===== src/tcc_pkg.sv =====
package tcc_pkg;

	// ----------------------------------------------------------------
	// Register byte addresses on the APB slave
	// ----------------------------------------------------------------
	localparam logic [7:0] ADDR_CONTROL_A = 8'h00;
	localparam logic [7:0] ADDR_CONTROL_B = 8'h04;
	localparam logic [7:0] ADDR_COUNT     = 8'h08;
	localparam logic [7:0] ADDR_CMP_A     = 8'h0c;
	localparam logic [7:0] ADDR_CMP_B     = 8'h10;
	localparam logic [7:0] ADDR_IRQ_MASK  = 8'h14;
	localparam logic [7:0] ADDR_IRQ_FLAGS = 8'h18;
	localparam logic [7:0] ADDR_CONFIG    = 8'h1c;

	// ----------------------------------------------------------------
	// Field positions
	// ----------------------------------------------------------------
	localparam int FORCE_A_BIT   = 7;   // control_b
	localparam int FORCE_B_BIT   = 6;
	localparam int WAVE_MSB_BIT  = 3;
	localparam int OUT_A_LSB     = 6;   // control_a
	localparam int OUT_B_LSB     = 4;
	localparam int IRQ_CMP_B_BIT = 2;   // mask and flags
	localparam int IRQ_CMP_A_BIT = 1;
	localparam int IRQ_OVF_BIT   = 0;
	localparam int ASYNC_SEL_BIT = 0;   // config
	localparam int GLOBAL_EN_BIT = 1;

	// ----------------------------------------------------------------
	// Reset values and fixed levels
	// ----------------------------------------------------------------
	localparam logic [7:0] RESET_BYTE = 8'h00;
	localparam logic [7:0] COUNT_MAX  = 8'hff;
	localparam logic [7:0] COUNT_BOT  = 8'h00;

	// Prescaler taps: divide by 8, 32, 64, 128, 256, 1024
	localparam logic [9:0] DIV8_MASK    = 10'h007;
	localparam logic [9:0] DIV32_MASK   = 10'h01f;
	localparam logic [9:0] DIV64_MASK   = 10'h03f;
	localparam logic [9:0] DIV128_MASK  = 10'h07f;
	localparam logic [9:0] DIV256_MASK  = 10'h0ff;
	localparam logic [9:0] DIV1024_MASK = 10'h3ff;

	// ----------------------------------------------------------------
	// Carrier types
	// ----------------------------------------------------------------
	typedef struct packed {
		logic        psel;
		logic        penable;
		logic        pwrite;
		logic [7:0]  paddr;
		logic [31:0] pwdata;
	} tcc_apb_req_s;

endpackage : tcc_pkg


===== src/tcc_timer.sv =====
// Our own choices: the register offsets and the APB slave port.
`timescale 1ns/1ps
// Functional notes
// - Force strobes act only in non-PWM wave modes; ignored in PWM modes.
// - A force strobe makes an immediate match on the waveform output.
// - A forced match sets no flag, raises no interrupt, never clears counter.
// - Force strobe bits always read back as zero.
// - Control B bits 5 and 4 are reserved and read zero.
// - Clock select: stop, undivided, then divide by 8,32,64,128,256,1024.
// - Counter register is directly readable and writable, eight bits.
// - A counter write suppresses compare matches on the next timer tick.
// - Both compare registers are compared with the counter continuously.
// - Compare irq enables at mask bits 2 and 1, gated by global enable.
// - Overflow irq enable at mask bit 0, gated by global enable and flag.
// - Flag bit 2 sets when counter matches compare B.
// - Flag bit 1 sets when counter matches compare A.
// - Flag bit 0 sets when the counter overflows.
// - In phase-correct PWM overflow flag sets on direction change at zero.
// - A flag clears when its interrupt vector is executed.
// - Writing one clears a flag; writing zero leaves it.
// - Wave mode selects normal, phase PWM, clear-on-match, fast PWM and tops.
// - Non-PWM out modes: disconnected, toggle, clear, set on match.
// - Prescaler source is the system clock or the oscillator pin clock.
module tcc_timer (
	input  wire logic                  mclk_i,
	input  wire logic                  reset_n_i,
	input  wire tcc_pkg::tcc_apb_req_s apb_i,
	input  wire logic                  tosc_clk_i,
	input  wire logic [2:0]            vector_ack_i,
	output logic [31:0]                prdata_o,
	output logic                       pready_o,
	output logic                       pslverr_o,
	output logic [2:0]                 irq_o,
	output logic                       wave_out_a_o,
	output logic                       wave_out_b_o,
	output logic                       wave_en_a_o,
	output logic                       wave_en_b_o
);
	import tcc_pkg::*;

	// ----------------------------------------------------------------
	// Prescaler tap selection
	// ----------------------------------------------------------------
	function automatic logic presc_tick(input logic [2:0] sel,
		input logic [9:0] pre, input logic src);
		logic [9:0] m;
		m = DIV8_MASK;
		unique case (sel)
			3'h2: m = DIV8_MASK;
			3'h3: m = DIV32_MASK;
			3'h4: m = DIV64_MASK;
			3'h5: m = DIV128_MASK;
			3'h6: m = DIV256_MASK;
			3'h7: m = DIV1024_MASK;
			default: m = DIV8_MASK;
		endcase
		if (sel == 3'h0)
			return 1'b0;
		else if (sel == 3'h1)
			return src;
		else
			return src & ((pre & m) == m);
	endfunction : presc_tick

	// Next level of one waveform output
	function automatic logic wave_next(input logic cur,
		input logic [1:0] om, input logic [2:0] wm, input logic hit,
		input logic wrap, input logic down, input logic may_toggle);
		logic r;
		r = cur;
		if (!wm[0])
		begin
			if (hit)
				r = (om == 2'h1) ? ~cur : (om == 2'h2) ? 1'b0 :
					(om == 2'h3) ? 1'b1 : cur;
		end
		else if (om == 2'h1)
		begin
			if (hit && wm[2] && may_toggle)
				r = ~cur;
		end
		else if (om[1] && wm[1])
		begin
			if (wrap)
				r = ~om[0];
			else if (hit)
				r = om[0];
		end
		else if (om[1])
		begin
			if (hit)
				r = down ? ~om[0] : om[0];
		end
		return r;
	endfunction : wave_next

	// ----------------------------------------------------------------
	// State
	// ----------------------------------------------------------------
	logic [7:0] control_a;
	logic [3:0] control_b;      // wave_mode_msb and clock_prescale_sel
	logic [7:0] timer_count;
	logic [7:0] compare_value_a;
	logic [7:0] compare_value_b;
	logic [2:0] timer_irq_mask;
	logic [2:0] timer_irq_flags;
	logic [1:0] config_bits;
	logic [9:0] prescale;
	logic       count_down;
	logic       match_block;
	logic       tosc_meta;
	logic       tosc_sync;
	logic       tosc_prev;

	// ----------------------------------------------------------------
	// APB decode
	// ----------------------------------------------------------------
	wire setup_phase = apb_i.psel & ~apb_i.penable;
	wire access_done = apb_i.psel & apb_i.penable & pready_o;
	wire wr_en       = access_done & apb_i.pwrite;
	wire [7:0] wdata = apb_i.pwdata[7:0];
	wire wr_ctrl_a   = wr_en & (apb_i.paddr == ADDR_CONTROL_A);
	wire wr_ctrl_b   = wr_en & (apb_i.paddr == ADDR_CONTROL_B);
	wire wr_count    = wr_en & (apb_i.paddr == ADDR_COUNT);
	wire wr_cmp_a    = wr_en & (apb_i.paddr == ADDR_CMP_A);
	wire wr_cmp_b    = wr_en & (apb_i.paddr == ADDR_CMP_B);
	wire wr_mask     = wr_en & (apb_i.paddr == ADDR_IRQ_MASK);
	wire wr_flags    = wr_en & (apb_i.paddr == ADDR_IRQ_FLAGS);
	wire wr_config   = wr_en & (apb_i.paddr == ADDR_CONFIG);
	wire addr_known  = (apb_i.paddr[1:0] == 2'h0) &&
		(apb_i.paddr <= ADDR_CONFIG);

	// Read mux; strobes and reserved bits come back as zero
	wire [7:0] read_byte =
		(apb_i.paddr == ADDR_CONTROL_A) ? control_a :
		(apb_i.paddr == ADDR_CONTROL_B) ? {4'h0, control_b} :
		(apb_i.paddr == ADDR_COUNT)     ? timer_count :
		(apb_i.paddr == ADDR_CMP_A)     ? compare_value_a :
		(apb_i.paddr == ADDR_CMP_B)     ? compare_value_b :
		(apb_i.paddr == ADDR_IRQ_MASK)  ? {5'h0, timer_irq_mask} :
		(apb_i.paddr == ADDR_IRQ_FLAGS) ? {5'h0, timer_irq_flags} :
		(apb_i.paddr == ADDR_CONFIG)    ? {6'h0, config_bits} :
		RESET_BYTE;

	// ----------------------------------------------------------------
	// Mode decode
	// ----------------------------------------------------------------
	wire [1:0] out_mode_a         = control_a[OUT_A_LSB +: 2];
	wire [1:0] out_mode_b         = control_a[OUT_B_LSB +: 2];
	wire [1:0] wave_mode_low_bits = control_a[1:0];
	wire       wave_mode_msb      = control_b[WAVE_MSB_BIT];
	wire [2:0] clock_prescale_sel = control_b[2:0];
	wire [2:0] wave_mode = {wave_mode_msb, wave_mode_low_bits};
	wire pwm_mode      = wave_mode[0];
	wire phase_mode    = (wave_mode[1:0] == 2'h1);
	wire top_is_cmp_a  = (wave_mode == 3'h2) | (wave_mode == 3'h5) |
		(wave_mode == 3'h7);
	wire [7:0] top_value = top_is_cmp_a ? compare_value_a : COUNT_MAX;
	wire async_clock_sel = config_bits[ASYNC_SEL_BIT];
	wire global_irq_en   = config_bits[GLOBAL_EN_BIT];

	// ----------------------------------------------------------------
	// Timer tick
	// ----------------------------------------------------------------
	// Oscillator pin is slow; only its rising edge after sync is used
	wire tosc_rise = tosc_sync & ~tosc_prev;
	wire timer_src_clock = async_clock_sel ? tosc_rise : 1'b1;
	wire tick = presc_tick(clock_prescale_sel, prescale,
		timer_src_clock);

	// ----------------------------------------------------------------
	// Compare and counting
	// ----------------------------------------------------------------
	wire at_top  = (timer_count == top_value);
	wire at_bot  = (timer_count == COUNT_BOT);
	wire match_a = tick & ~match_block &
		(timer_count == compare_value_a);
	wire match_b = tick & ~match_block &
		(timer_count == compare_value_b);
	wire wrap    = tick & at_top & ~phase_mode;
	wire ovf_evt = phase_mode ? (tick & count_down & at_bot) :
		(wave_mode == 3'h7) ? wrap :
		(tick & (timer_count == COUNT_MAX));
	// Forced compares feed only the waveform path
	wire force_a = wr_ctrl_b & wdata[FORCE_A_BIT] & ~pwm_mode;
	wire force_b = wr_ctrl_b & wdata[FORCE_B_BIT] & ~pwm_mode;

	logic [7:0] next_count;
	logic       next_down;
	always_comb
	begin
		next_count = timer_count;
		next_down  = count_down;
		if (tick)
		begin
			if (phase_mode)
			begin
				if (count_down && at_bot)
				begin
					next_count = timer_count + 8'h01;
					next_down  = 1'b0;
				end
				else if (count_down)
					next_count = timer_count - 8'h01;
				else if (at_top)
				begin
					next_count = timer_count - 8'h01;
					next_down  = 1'b1;
				end
				else
					next_count = timer_count + 8'h01;
			end
			else if (at_top && (wave_mode[1] || top_is_cmp_a))
				next_count = COUNT_BOT; // Match clears only from real ticks
			else
				next_count = timer_count + 8'h01;
		end
		if (wr_count)
			next_count = wdata;
	end

	// Flag update: hardware set wins over vector or W1C clear
	wire [2:0] flag_set = {match_b, match_a, ovf_evt};
	wire [2:0] flag_clr = vector_ack_i |
		(wr_flags ? wdata[2:0] : 3'h0);
	wire [2:0] next_flags = (timer_irq_flags & ~flag_clr) | flag_set;
	wire [2:0] irq_req = timer_irq_flags & timer_irq_mask &
		{3{global_irq_en}};

	wire next_wave_a = wave_next(wave_out_a_o, out_mode_a, wave_mode,
		match_a | force_a, wrap, count_down, 1'b1);
	wire next_wave_b = wave_next(wave_out_b_o, out_mode_b, wave_mode,
		match_b | force_b, wrap, count_down, 1'b0);

	// ----------------------------------------------------------------
	// Pin synchroniser and prescaler
	// ----------------------------------------------------------------
	always_ff @(posedge mclk_i or negedge reset_n_i)
	begin
		if (!reset_n_i)
		begin
			tosc_meta <= 1'b0;
			tosc_sync <= 1'b0;
			tosc_prev <= 1'b0;
			prescale  <= 10'h000;
		end
		else
		begin
			tosc_meta <= tosc_clk_i;
			tosc_sync <= tosc_meta;
			tosc_prev <= tosc_sync;
			prescale  <= prescale + {9'h000, timer_src_clock};
		end
	end

	// ----------------------------------------------------------------
	// Registers written by software
	// ----------------------------------------------------------------
	always_ff @(posedge mclk_i or negedge reset_n_i)
	begin
		if (!reset_n_i)
		begin
			control_a       <= RESET_BYTE;
			control_b       <= 4'h0;
			compare_value_a <= RESET_BYTE;
			compare_value_b <= RESET_BYTE;
			timer_irq_mask  <= 3'h0;
			config_bits     <= 2'h0;
		end
		else
		begin
			if (wr_ctrl_a)
				control_a <= {wdata[7:4], 2'h0, wdata[1:0]};
			if (wr_ctrl_b)
				control_b <= wdata[3:0];
			if (wr_cmp_a)
				compare_value_a <= wdata;
			if (wr_cmp_b)
				compare_value_b <= wdata;
			if (wr_mask)
				timer_irq_mask <= wdata[2:0];
			if (wr_config)
				config_bits <= wdata[1:0];
		end
	end

	// ----------------------------------------------------------------
	// Counter, flags and outputs
	// ----------------------------------------------------------------
	always_ff @(posedge mclk_i or negedge reset_n_i)
	begin
		if (!reset_n_i)
		begin
			timer_count     <= RESET_BYTE;
			count_down      <= 1'b0;
			match_block     <= 1'b0;
			timer_irq_flags <= 3'h0;
			irq_o           <= 3'h0;
			wave_out_a_o    <= 1'b0;
			wave_out_b_o    <= 1'b0;
			wave_en_a_o     <= 1'b0;
			wave_en_b_o     <= 1'b0;
		end
		else
		begin
			timer_count     <= next_count;
			count_down      <= next_down;
			// Block holds until the next timer tick has gone by
			match_block     <= wr_count | (match_block & ~tick);
			timer_irq_flags <= next_flags;
			irq_o           <= irq_req;
			wave_out_a_o    <= next_wave_a;
			wave_out_b_o    <= next_wave_b;
			wave_en_a_o     <= (out_mode_a != 2'h0);
			wave_en_b_o     <= (out_mode_b != 2'h0);
		end
	end

	// ----------------------------------------------------------------
	// APB answer: read data caught in setup, ready on first access
	// ----------------------------------------------------------------
	always_ff @(posedge mclk_i or negedge reset_n_i)
	begin
		if (!reset_n_i)
		begin
			prdata_o  <= 32'h0000_0000;
			pready_o  <= 1'b0;
			pslverr_o <= 1'b0;
		end
		else
		begin
			pready_o <= setup_phase;
			if (setup_phase)
			begin
				prdata_o  <= {24'h000000, read_byte};
				pslverr_o <= ~addr_known;
			end
		end
	end
endmodule : tcc_timer


===== config.mk =====
export PLATFORM = sky130hd
export DESIGN_NAME = tcc_timer
export DESIGN_NICKNAME = d
export VERILOG_FILES = /design/src/tcc_pkg.sv /design/src/tcc_timer.sv
export SDC_FILE = /design/constraint.sdc
export NUM_CORES = 1
export LEC_CHECK = 0
export ABC_AREA = 1
export BUFFER_PORTS_ARGS = -buffer_cell sky130_fd_sc_hd__buf_2
export CAP_MARGIN = 20
export CORE_MARGIN = 5
export CORE_UTILIZATION = 25
export CTS_CLUSTER_SIZE = 40
export DETAILED_ROUTE_END_ITERATION = 10
export MAX_ROUTING_LAYER = met4
export PLACE_DENSITY = 0.4
export SLEW_MARGIN = 20
export SYNTH_ARGS = -nofsm -noshare
export SYNTH_HDL_FRONTEND = slang
export SYNTH_SLANG_ARGS = --single-unit

===== constraint.sdc =====
create_clock -name mclk_i -period 2.4 [get_ports mclk_i]
set_input_delay 0 -clock mclk_i [delete_from_list [all_inputs] [get_ports mclk_i]]
set_output_delay 0 -clock mclk_i [all_outputs]
set_load 0.02 [all_outputs]

==> metrics.log, run 1 <==
INFO  metric status = complete, no violations
INFO  metric final_design_area_no_fill = 0.00513 mm2
INFO  metric tns = 0 ns
INFO  metric final-max-slew-violation-count = 0
INFO  metric total_grt_overflow = 0
INFO  metric yosysWarnings = 0
INFO  metric placement.io_buffers = 41
INFO  metric ant_nets = 0
INFO  metric placement.setup.worst_slack = 0.363 ns
INFO  metric route.layer.met1.wl = 6.09 mm
INFO  metric cts_buffer_depth = 2
INFO  metric routed_wirelength = 12.8 mm
INFO  metric routed_wire_length_per_instance = ~15 um
INFO  metric setup_viol_count_final = 0
INFO  metric final_cell_mix = sky130_fd_sc_hd__nand2_1, sky130_fd_sc_hd__dfrtp_1, sky130_fd_sc_hd__inv_1, sky130_fd_sc_hd__o21ai_0, sky130_fd_sc_hd__nor2_1
INFO  metric diodes = 0
INFO  metric first_global_vias = roughly 3,700
INFO  metric netlist-cell-type-count = 40
INFO  metric clock_tree.htree_level_count = 3
INFO  metric dp.cells = 831
INFO  metric synth.ff_latch_count = 74
INFO  metric placeableCoreArea = around 0.017 mm2
INFO  metric netlist_instances = 569
INFO  metric gp_routability_congestion = between 0.8 and 0.9
INFO  metric floorplan.initialDensity = 0.253
INFO  metric worst_slew_pin_slew = between 0.6 and 0.7 ns
INFO  metric syn_area = around 0.0043 mm2
INFO  metric dp_hpwl = 9.83 mm
INFO  metric hold_slack = between 0.01 and 0.015 ns
INFO  metric design.die.area = 0.0201 mm2
INFO  metric crit_arrival = between 2 and 2.5 ns
INFO  metric setup_ws = 0.333 ns
INFO  metric dpl-instance-area = 0.00474 mm2
INFO  metric initialDrtViolationCount = around 280
INFO  metric holdPathEnd = control_a[4]$_DFFE_PN0P_
INFO  metric final_nets = 680
INFO  metric period_share = 0.861
INFO  metric worstSetupPathType = flip-flop to flip-flop
INFO  metric worst-path-max-fanout = 8
INFO  metric grt_first_pass_wirelength = 20.3 mm
INFO  metric die_x = 142 um
INFO  metric layout.cells.most_common = sky130_fd_sc_hd__nand2_1
INFO  metric finish.utilization = 0.299
INFO  metric grtUsageTotal = 0.134
INFO  metric critical_path_required = ~2.6 ns
INFO  metric synth_seq_area_share = 0.427
INFO  metric timing.hold.worst_path_depth = 3
INFO  metric drt-vias-per-instance = roughly 4.5
INFO  metric regToRegEndpoint = wave_out_a_o$_DFFE_PN0P_
INFO  metric clock_skew = 0.00809 ns
INFO  metric design_power = 3.20 mW
INFO  metric route.detailed.drc = 0
INFO  metric power_per_cell_area = 623 mW/mm2
INFO  metric holdCritPathClass = primary input to flip-flop
INFO  metric row_count = 48
INFO  metric clock-sinks = 74
INFO  metric final.fill_count = ~1,900
INFO  metric ys.flop_type = sky130_fd_sc_hd__dfrtp_1
INFO  metric slew_headroom = 0.534
INFO  metric asyncSetResetFlopFracSynth = 1.00
INFO  metric period_minus_slack = 2.07 ns
INFO  metric non_filler_cells_final = 855
INFO  metric crit_start = timer_count[5]$_DFFE_PN0P_
INFO  metric fmax = ~0.48 GHz
INFO  metric worst_setup_hold_path_clk_slew = around 0.06 ns
INFO  metric route.top_layer_used = met4
INFO  metric drive_above_1_share = 0.137
INFO  metric r2r_cells = 13
INFO  metric critical_path.endpoint_type = flip-flop
INFO  metric root_buffer = sky130_fd_sc_hd__clkbuf_16
INFO  metric met3_length = 475 um
INFO  metric number_of_synthesized_flops_with_an_enable_pin = 0
INFO  metric die_h = 142 um
INFO  metric peakVddDrop = 0.000307 V
INFO  metric ioPinCount = 90
INFO  metric grt_start_max_net_pins = 75
INFO  metric post_synth.cell_area_avg = approximately 7.6 um2
INFO  metric reg2reg_slack = 0.33 ns
INFO  metric hold_path.startpoint = apb_i[4]
INFO  metric unrepaired_setup_endpoints_after_global_routing = no
INFO  metric detailroute.via_count = 3,811
INFO  metric area_growth = 18.1%
INFO  metric wl_met2 = 5.95 mm
INFO  metric grt_antenna_before_repair = 0
INFO  metric cts_tree = yes
INFO  metric timing.critical_path.from_type = flip-flop
INFO  metric pleak = roughly 2.4 nW
INFO  metric initial_drt_pass_iterations = 4
INFO  metric clock_latency = 0.35 ns
INFO  metric tritoncts.num_buffers = 9
INFO  metric drv.max_cap_violation_count = 0
INFO  metric final_hold_viol_count = 0
INFO  metric worst_r2r_startpoint = timer_count[5]$_DFFE_PN0P_
INFO  metric cts-resized-gates = 0
## worst max path at each step
stage	endpoint	slack (ns)
2_1_floorplan	timer_count[6]$_DFFE_PN0P_	0.74
3_3_place_gp	wave_out_a_o$_DFFE_PN0P_	0.36
3_5_place_dp	wave_out_a_o$_DFFE_PN0P_	0.36
4_1_cts	wave_out_a_o$_DFFE_PN0P_	0.33
5_1_grt	wave_out_a_o$_DFFE_PN0P_	0.12
6_report	wave_out_a_o$_DFFE_PN0P_	0.33
## cell families after synthesis
kind of cell | share of synthesized area
simple gates | 0.255
buf+inv | 0.113
compound gates | 0.138
flops | 0.427
xor+xnor | 0.0524
fa+ha+maj | 0.0144
other cells | 0.000864
## final cells by class
class	count	area, um2	area share
clock inverters	4	51.3	0.0100
multi-input cells	414	2080	0.406
flip-flops and latches	74	1850	0.361
inverters	70	263	0.0512
clock buffers	11	243	0.0473
repair buffers	57	354	0.0690
well taps	225	282	0.0549
## per-layer routing
layer / vias to the layer above / global-route usage
li1: 1905 / -
met1: 1822 / 0.175
met2: 69 / 0.207
met3: 15 / 0.0280
met4: 0 / 0.0475
met5: - / -
## critical path: stages, from the launching register on
cell	delay [ns]
sky130_fd_sc_hd__dfrtp_1	0.54
sky130_fd_sc_hd__inv_2	0.14
sky130_fd_sc_hd__nand2_1	0.09
sky130_fd_sc_hd__nand2_1	0.05
sky130_fd_sc_hd__nor2_1	0.09
sky130_fd_sc_hd__nand2_1	0.09
sky130_fd_sc_hd__nor2_1	0.15
sky130_fd_sc_hd__nand4_1	0.24
sky130_fd_sc_hd__nand2_1	0.18
sky130_fd_sc_hd__nand2_1	0.06
sky130_fd_sc_hd__nand3_1	0.09
sky130_fd_sc_hd__nand3_1	0.07
sky130_fd_sc_hd__nor2_1	0.10
sky130_fd_sc_hd__nor2_1	0.05
## repair_timing
action | 4_1_cts | 5_1_grt
endpoints found under the hold margin | 83 | 0
hold buffers | 9 | 0
setup buffers | 0 | 0
## registers in the layout, indices dropped and copies added (netlist names), 2 cells and up
register	flops
irq_o	3
timer_irq_mask	3
prdata_o	8
control_a	6
config_bits	2
control_b	4
compare_value_b	8
timer_count	8
prescale	10
compare_value_a	8
timer_irq_flags	3
## report_power, final
part | internal [mW] | switching [mW]
sequential | 1.34 | 0.0893
combinational | 0.150 | 0.246
clock | 0.830 | 0.544
total | 2.32 | 0.879
## synthesized netlist by cell type (7+ instances only)
library cell | number | share of area
sky130_fd_sc_hd__xor2_1 | 11 | 0.022
sky130_fd_sc_hd__nand4_1 | 7 | 0.010
sky130_fd_sc_hd__dfrtp_1 | 74 | 0.43
sky130_fd_sc_hd__nor2_1 | 47 | 0.041
sky130_fd_sc_hd__a21oi_1 | 21 | 0.024
sky130_fd_sc_hd__nand3_1 | 27 | 0.031
sky130_fd_sc_hd__inv_1 | 62 | 0.054
sky130_fd_sc_hd__nor3_1 | 7 | 0.0081
sky130_fd_sc_hd__nand2_1 | 150 | 0.13
sky130_fd_sc_hd__o21ai_0 | 48 | 0.055
sky130_fd_sc_hd__o211ai_1 | 10 | 0.017
sky130_fd_sc_hd__inv_2 | 8 | 0.0069
sky130_fd_sc_hd__xnor2_1 | 15 | 0.030
sky130_fd_sc_hd__buf_4 | 26 | 0.045
Note: power is estimated with default switching activity, not from simulation.
==> inputs of run 2 (changes only) <==
Settings changed: CORE_MARGIN 5 to unset.
==> run 2 against run 1 <==
  * First-iteration DRC count decreased by 3.6%
  * Total power increased by 2.8%
  * Combinational power hardly changed
  * Maximum frequency fell by 0.48%
  * Via count shrank 0.76%
  * Count of clock-buffer cells in the layout down 1
  * Critical path depth up 2
==> metrics.log, run 2 (same netlist as run 1, synthesis figures left out) <==
INFO  metric status = complete, no violations
INFO  metric placement.io_buffers = 41 (unchanged)
INFO  metric cts_tree = yes
INFO  metric die_x = 134 um (-5.6%)
INFO  metric critical_path.endpoint_type = flip-flop
INFO  metric clock_latency = 0.35 ns (about the same)
INFO  metric drv.max_cap_violation_count = 0 (unchanged)
INFO  metric floorplan.initialDensity = 0.259 (+0.00628)
INFO  metric r2r_cells = 15 (+2)
INFO  metric row_count = 47 (-2.1%)
INFO  metric grt_first_pass_wirelength = 20.1 mm (-0.88%)
INFO  metric power_per_cell_area = 634 mW/mm2 (+1.7%)
INFO  metric worstSetupPathType = flip-flop to flip-flop
INFO  metric worst_setup_hold_path_clk_slew = 0.06 ns (about the same)
INFO  metric hold_slack = 0.0164 ns (+0.00556 ns)
INFO  metric setup_ws = 0.323 ns (-0.0100 ns)
INFO  metric regToRegEndpoint = timer_count[4]$_DFFE_PN0P_
INFO  metric holdCritPathClass = primary input to flip-flop
INFO  metric final_cell_mix = sky130_fd_sc_hd__nand2_1, sky130_fd_sc_hd__dfrtp_1, sky130_fd_sc_hd__inv_1, sky130_fd_sc_hd__o21ai_0, sky130_fd_sc_hd__nor2_1
INFO  metric finish.utilization = 0.309 (+0.0106)
INFO  metric dpl-instance-area = 0.00473 mm2 (-0.13%)
INFO  metric cts_buffer_depth = 2 (unchanged)
INFO  metric pleak = 2.46 nW (+0.76%)
INFO  metric final_hold_viol_count = 0 (unchanged)
INFO  metric dp_hpwl = 9.57 mm (-2.7%)
INFO  metric crit_start = timer_count[2]$_DFFE_PN0P_
INFO  metric placeableCoreArea = 0.0168 mm2 (-2.4%)
INFO  metric routed_wire_length_per_instance = 14.5 um (-3.0%)
INFO  metric initial_drt_pass_iterations = 4 (unchanged)
INFO  metric tritoncts.num_buffers = 9 (unchanged)
INFO  metric unrepaired_setup_endpoints_after_global_routing = no
INFO  metric ioPinCount = 90 (unchanged)
INFO  metric design.die.area = 0.0179 mm2 (-11%)
INFO  metric clock_skew = 0.00732 ns (-0.000768 ns)
INFO  metric max_reg_flops = 10 (unchanged)
INFO  metric cts_setup_buffers = 0 (unchanged)
INFO  metric routed_wirelength = 12.3 mm (-3.3%)
INFO  metric ant_nets = 0 (unchanged)
INFO  metric detailroute.via_count = 3,782 (-0.76%)
INFO  metric timing.critical_path.from_type = flip-flop
INFO  metric period_share = 0.866 (+0.00419)
INFO  metric diodes = 0 (unchanged)
INFO  metric gp_routability_congestion = 0.806 (-9.9%)
INFO  metric root_buffer = sky130_fd_sc_hd__clkbuf_16
INFO  metric first_global_vias = 3,737 (-0.24%)
INFO  metric period_minus_slack = 2.08 ns (+0.0100 ns)
INFO  metric fmax = 0.481 GHz (-0.48%)
INFO  metric grtUsageTotal = 0.154 (+0.0197)
INFO  metric worst-path-max-fanout = 9 (+1)
INFO  metric final_nets = 682 (+0.29%)
INFO  metric final-max-slew-violation-count = 0 (unchanged)
INFO  metric crit_arrival = 2.31 ns (+0.02 ns)
INFO  metric grt_antenna_before_repair = 0 (unchanged)
INFO  metric regMostFlops = prescale
INFO  metric drt-vias-per-instance = 4.43 (-0.53%)
INFO  metric total_grt_overflow = 0 (unchanged)
INFO  metric clock-sinks = 74 (unchanged)
INFO  metric tns = 0 ns (unchanged)
INFO  metric route.detailed.drc = 0 (unchanged)
INFO  metric placement.setup.worst_slack = 0.369 ns (+0.00598 ns)
INFO  metric worst_r2r_startpoint = timer_count[2]$_DFFE_PN0P_
INFO  metric grt_start_max_net_pins = 75 (unchanged)
INFO  metric area_growth = 19.4%
INFO  metric drive_above_1_share = 0.139 (+0.00251)
INFO  metric setup_viol_count_final = 0 (unchanged)
INFO  metric endpoint = timer_count[4]$_DFFE_PN0P_
INFO  metric critical_path_required = 2.63 ns (about the same)
INFO  metric final_design_area_no_fill = 0.00518 mm2 (+1.0%)
INFO  metric reg2reg_slack = 0.32 ns (about the same)
INFO  metric initialDrtViolationCount = 267 (-3.6%)
INFO  metric peakVddDrop = 0.000289 V (-5.9%)
INFO  metric clock_tree.htree_level_count = 3 (unchanged)
INFO  metric die_h = 134 um (-5.6%)
INFO  metric layout.cells.most_common = sky130_fd_sc_hd__nand2_1
==> run 2: what timing repair did <==
| action | CTS | global route |
|---|---|---|
| hold buffers | 10 | 0 |
| gates resized for setup | 0 | 0 |
| endpoints found under the hold margin | 87 | 0 |
==> run 2: layout make-up <==
| type | instances | area [um2] |
|---|---|---|
| repair buffers | 59 | 388 |
| multi-input cells | 414 | 2080 |
| inverters | 70 | 263 |
| flip-flops and latches | 74 | 1850 |
| fillers | 1829 | 11600 |
| well taps | 220 | 275 |
| clock buffers | 10 | 229 |
| clock inverters | 6 | 91.3 |
==> run 2: per-layer routing <==
layer | vias up | global-route usage | wire length, um
li1 | 1908 | - | -
met1 | 1789 | 0.197 | 5890
met2 | 72 | 0.239 | 5730
met3 | 13 | 0.0253 | 465
met4 | 0 | 0.0657 | 248
met5 | - | - | 0
==> run 2: how the worst min path moves through the flow <==
stage / startpoint / slack, ns / to / cells past startpoint
finish: apb_i[7] / 0.02 / control_a[7]$_DFFE_PN0P_ / 3
global route: apb_i[7] / 0.06 / compare_value_b[7]$_DFFE_PN0P_ / 3
CTS: apb_i[7] / 0.01 / control_a[7]$_DFFE_PN0P_ / 3
detailed placement: tosc_clk_i / 0.11 / tosc_meta$_DFF_PN0_ / 1
global placement: tosc_clk_i / 0.11 / tosc_meta$_DFF_PN0_ / 1
floorplan: reset_n_i / -0.30 / compare_value_a[0]$_DFFE_PN0P_ / 0
==> run 2: where the power goes <==
| group | internal, mW | switching [mW] |
|---|---|---|
| Combinational | 0.156 | 0.242 |
| Clock | 0.912 | 0.546 |
| Sequential | 1.34 | 0.0915 |
| Total | 2.40 | 0.880 |
==> run 2: stage by stage <==
step,power [mW],cells
after floorplan,1.73,592
after global placement,1.83,826
after detailed placement,1.84,826
after CTS,3.34,852
after global routing,3.46,853
final,3.28,853
==> run 2: critical path, cell delays in order, from the launching register on <==
cell and delay (ns):
sky130_fd_sc_hd__dfrtp_1 0.57, sky130_fd_sc_hd__inv_2 0.12, sky130_fd_sc_hd__nand2_1 0.08, sky130_fd_sc_hd__nand2_1 0.05, sky130_fd_sc_hd__nor2_1 0.08, sky130_fd_sc_hd__nand2_1 0.09, sky130_fd_sc_hd__nor2_2 0.12, sky130_fd_sc_hd__nand2_2 0.07
sky130_fd_sc_hd__nor2_4 0.14, sky130_fd_sc_hd__nand2_1 0.17, sky130_fd_sc_hd__nand2_4 0.14, sky130_fd_sc_hd__inv_2 0.04, sky130_fd_sc_hd__nand3_1 0.06, sky130_fd_sc_hd__nand3_1 0.10, sky130_fd_sc_hd__nand2_1 0.08, sky130_fd_sc_hd__nand2_1 0.05
==> inputs of run 3 (changes only) <==
Settings changed: PLACE_DENSITY 0.4 to 0.41.
Clock period 2.4 ns to 1.8 ns, I/O delays scaled along.
==> run 3 against run 2 <==
  * The flow now finishes with violations (negative setup slack)
  * Worst setup slack got worse by 0.37 ns
  * Clock skew is 0.0032 ns higher
  * Cell count is 8.4% higher
  * First-iteration DRC count decreased by 16%
  * Cell area is 14% higher
  * Sequential cell count unchanged
  * Highest routed layer unchanged
==> metrics.log, run 3 (same netlist as run 1, synthesis figures left out) <==
INFO  metric r2r_cells = 12 (-3)
INFO  metric setup_ws = -0.0464 ns (-0.369 ns)
INFO  metric initialDrtViolationCount = 224 (-16%)
INFO  metric holdCritPathClass = primary input to flip-flop
INFO  metric area_taken_by_multi_input_logic_gates = 0.00223 mm2 (+7.1%)
INFO  metric setup_viol_count_final = 4 (+4)
INFO  metric routed_wirelength = 13.4 mm (+8.3%)
INFO  metric design_power = 4.67 mW (+42%)
INFO  metric cpLargestDelayFamily = simple AND/OR/NAND/NOR gates
INFO  metric total_grt_overflow = 0 (unchanged)
INFO  metric cp_buf_inv_count = 2 (unchanged)
INFO  metric drive_above_1_share = 0.288 (+0.149)
INFO  metric pleak = 2.84 nW (+16%)
INFO  metric worst_r2r_startpoint = control_b[0]$_DFFE_PN0P_
INFO  metric timing.critical_path.from_type = flip-flop
INFO  metric worst-path-max-fanout = 5 (-4)
INFO  metric crit_start = control_b[0]$_DFFE_PN0P_
INFO  metric cts_buffer_depth = 2 (unchanged)
INFO  metric final-max-slew-violation-count = 0 (unchanged)
INFO  metric placement.io_buffers = 41 (unchanged)
INFO  metric drt-vias-per-instance = 4.44 (about the same)
INFO  metric period_minus_slack = 1.85 ns (-0.231 ns)
INFO  metric gp_routability_congestion = 0.878 (+8.9%)
INFO  metric final.fill_count = 1,812 (-0.93%)
INFO  metric peakVddDrop = 0.000429 V (+49%)
INFO  metric ioPinCount = 90 (unchanged)
INFO  metric fmax = 0.542 GHz (+13%)
INFO  metric unrepaired_setup_endpoints_after_global_routing = yes
INFO  metric ff_latch_area = 0.00186 mm2 (+0.47%)
INFO  metric period_share = 1.03 (+0.160)
INFO  metric routed_wire_length_per_instance = 14.4 um (-0.14%)
INFO  metric endpoint = timer_count[6]$_DFFE_PN0P_
INFO  metric initial_drt_pass_iterations = 4 (unchanged)
INFO  metric ant_nets = 0 (unchanged)
INFO  metric worst-path-stages = 12 (-3)
INFO  metric route.detailed.drc = 0 (unchanged)
INFO  metric regToRegEndpoint = timer_count[6]$_DFFE_PN0P_
INFO  metric power_per_cell_area = 790 mW/mm2 (+25%)
INFO  metric dp_hpwl = 10.2 mm (+6.5%)
INFO  metric root_buffer = sky130_fd_sc_hd__clkbuf_16
INFO  metric worst_path_most_repeated_cell = sky130_fd_sc_hd__nand2_1
INFO  metric grt_first_pass_wirelength = 21.1 mm (+5.1%)
INFO  metric status = complete, but fails checks
INFO  metric regMostFlops = prescale
INFO  metric critical_path.endpoint_type = flip-flop
INFO  metric detailroute.via_count = 4,105 (+8.5%)
INFO  metric die_h = 134 um (unchanged)
INFO  metric design.die.area = 0.0179 mm2 (unchanged)
INFO  metric tns = -0.154 ns (-0.154 ns)
INFO  metric hold_slack = 0.0277 ns (+0.0113 ns)
INFO  metric placeableCoreArea = 0.0168 mm2 (unchanged)
INFO  metric critical_path_required = 2.06 ns (-0.57 ns)
INFO  metric grt_antenna_before_repair = 0 (unchanged)
INFO  metric tritoncts.num_buffers = 9 (unchanged)
INFO  metric clock_latency = 0.35 ns (about the same)
INFO  metric cts_tree = yes
INFO  metric clock-sinks = 74 (unchanged)
INFO  metric final_cell_mix = sky130_fd_sc_hd__nand2_1, sky130_fd_sc_hd__buf_4, sky130_fd_sc_hd__dfrtp_1, sky130_fd_sc_hd__inv_1, sky130_fd_sc_hd__o21ai_0
INFO  metric clock_skew = 0.0105 ns (+0.00321 ns)
INFO  metric area_growth = 36.1%
INFO  metric crit_arrival = 2.11 ns (-0.20 ns)
INFO  metric layout.cells.most_common = sky130_fd_sc_hd__nand2_1
INFO  metric die_x = 134 um (unchanged)
INFO  metric final_nets = 754 (+11%)
INFO  metric grt_start_max_net_pins = 75 (unchanged)
INFO  metric floorplan.initialDensity = 0.259 (unchanged)
INFO  metric worstSetupPathType = flip-flop to flip-flop
INFO  metric worst_slew_pin_slew = around 0.53 ns
INFO  metric worst_setup_hold_path_clk_slew = 0.06 ns (about the same)
INFO  metric max_reg_flops = 10 (unchanged)
INFO  metric diodes = 0 (unchanged)
INFO  metric hold_path.startpoint = apb_i[4]
INFO  metric clock_tree.htree_level_count = 3 (unchanged)
INFO  metric row_count = 47 (unchanged)
INFO  metric path_cells = or2_1 > nand2_1 > nand2_1 > nand2_1 > nand2_2 > a21oi_4 > buf_6 > nor2_4 > buf_6 > a21oi_2 > nand2_1 > o21ai_1
INFO  metric final_hold_viol_count = 0 (unchanged)
INFO  metric first_global_vias = 3,967 (+6.2%)
INFO  metric cpPeakStageDelay = 0.39 ns (-0.18 ns)
INFO  metric violations = negative setup slack
INFO  metric slew_headroom = 0.642
INFO  metric drv.max_cap_violation_count = 0 (unchanged)
INFO  metric grtUsageTotal = 0.161 (+0.00707)
INFO  metric reg2reg_slack = -0.05 ns (-0.37 ns)
INFO  metric slowest_stage = sky130_fd_sc_hd__dfrtp_1
## run 3: cell types whose count changed in the layout (fill, tap and decap cells not counted), moves of 8 or more
cell / before / now
sky130_fd_sc_hd__nand2_2: 4 / 12
sky130_fd_sc_hd__buf_4: 8 / 78
sky130_fd_sc_hd__nand3_1: 27 / 19
sky130_fd_sc_hd__nand3_2: 0 / 8
sky130_fd_sc_hd__nand2_1: 150 / 141
## run 3: area by class of cell
type                       instances  share of cell area
clock inverter                     4              0.0123
timing repair buffer             131               0.157
sequential                        74               0.315
clock buffer                      12              0.0451
inverter                          70              0.0457
multi-input combinational        414               0.378
tap                              220              0.0466
## run 3: worst register-to-register path: cells and delay by family (launching register included)
kind                   cells  cell delay (ns)
and+or+nand+nor            7             0.62
DFF                        1             0.39
buffers and inverters      2             0.30
AOI/OAI and AO/OA          3             0.44
## run 3: worst min-delay path by stage
stage,cells past startpoint,slack (ns),end
2_1_floorplan,0,-0.30,compare_value_a[0]$_DFFE_PN0P_
3_3_place_gp,2,0.06,irq_o[2]$_DFF_PN0_
3_5_place_dp,2,0.07,compare_value_a[0]$_DFFE_PN0P_
4_1_cts,4,0.02,pready_o$_DFF_PN0_
5_1_grt,4,0.04,pready_o$_DFF_PN0_
6_report,3,0.03,control_a[4]$_DFFE_PN0P_
## run 3: repair_timing
item,in CTS,in global routing
pin swaps,5,9
resized for setup,19,36
endpoints found under the setup margin,11,13
setup buffers,3,12
endpoints found under the hold margin,83,0
hold buffers,9,0
## run 3: per-layer routing
| metal | routed length (um) | vias to the layer above | part of all wire | global-route usage |
|---|---|---|---|---|
| met5 | 0 | - | 0 | - |
| met2 | 6080 | 84 | 0.45 | 0.241 |
| li1 | - | 2047 | - | - |
| met3 | 411 | 19 | 0.031 | 0.0246 |
| met4 | 314 | 0 | 0.024 | 0.0758 |
| met1 | 6560 | 1955 | 0.49 | 0.213 |
## run 3: power breakdown
group / switching, mW / internal, mW
logic: 0.394 / 0.325
clock network: 0.740 / 1.33
registers: 0.0991 / 1.78
total: 1.23 / 3.43
## run 3: per-stage QoR
stage	instances	worst slack (ns)	utilization	area, um2
after floorplan	592	0.144	-	4430
after global placement	885	-0.158	0.310	5190
after detailed placement	885	-0.167	0.310	5190
after CTS	913	-0.0506	0.340	5700
after global routing	925	-0.176	0.353	5910
final	925	-0.0464	0.353	5910
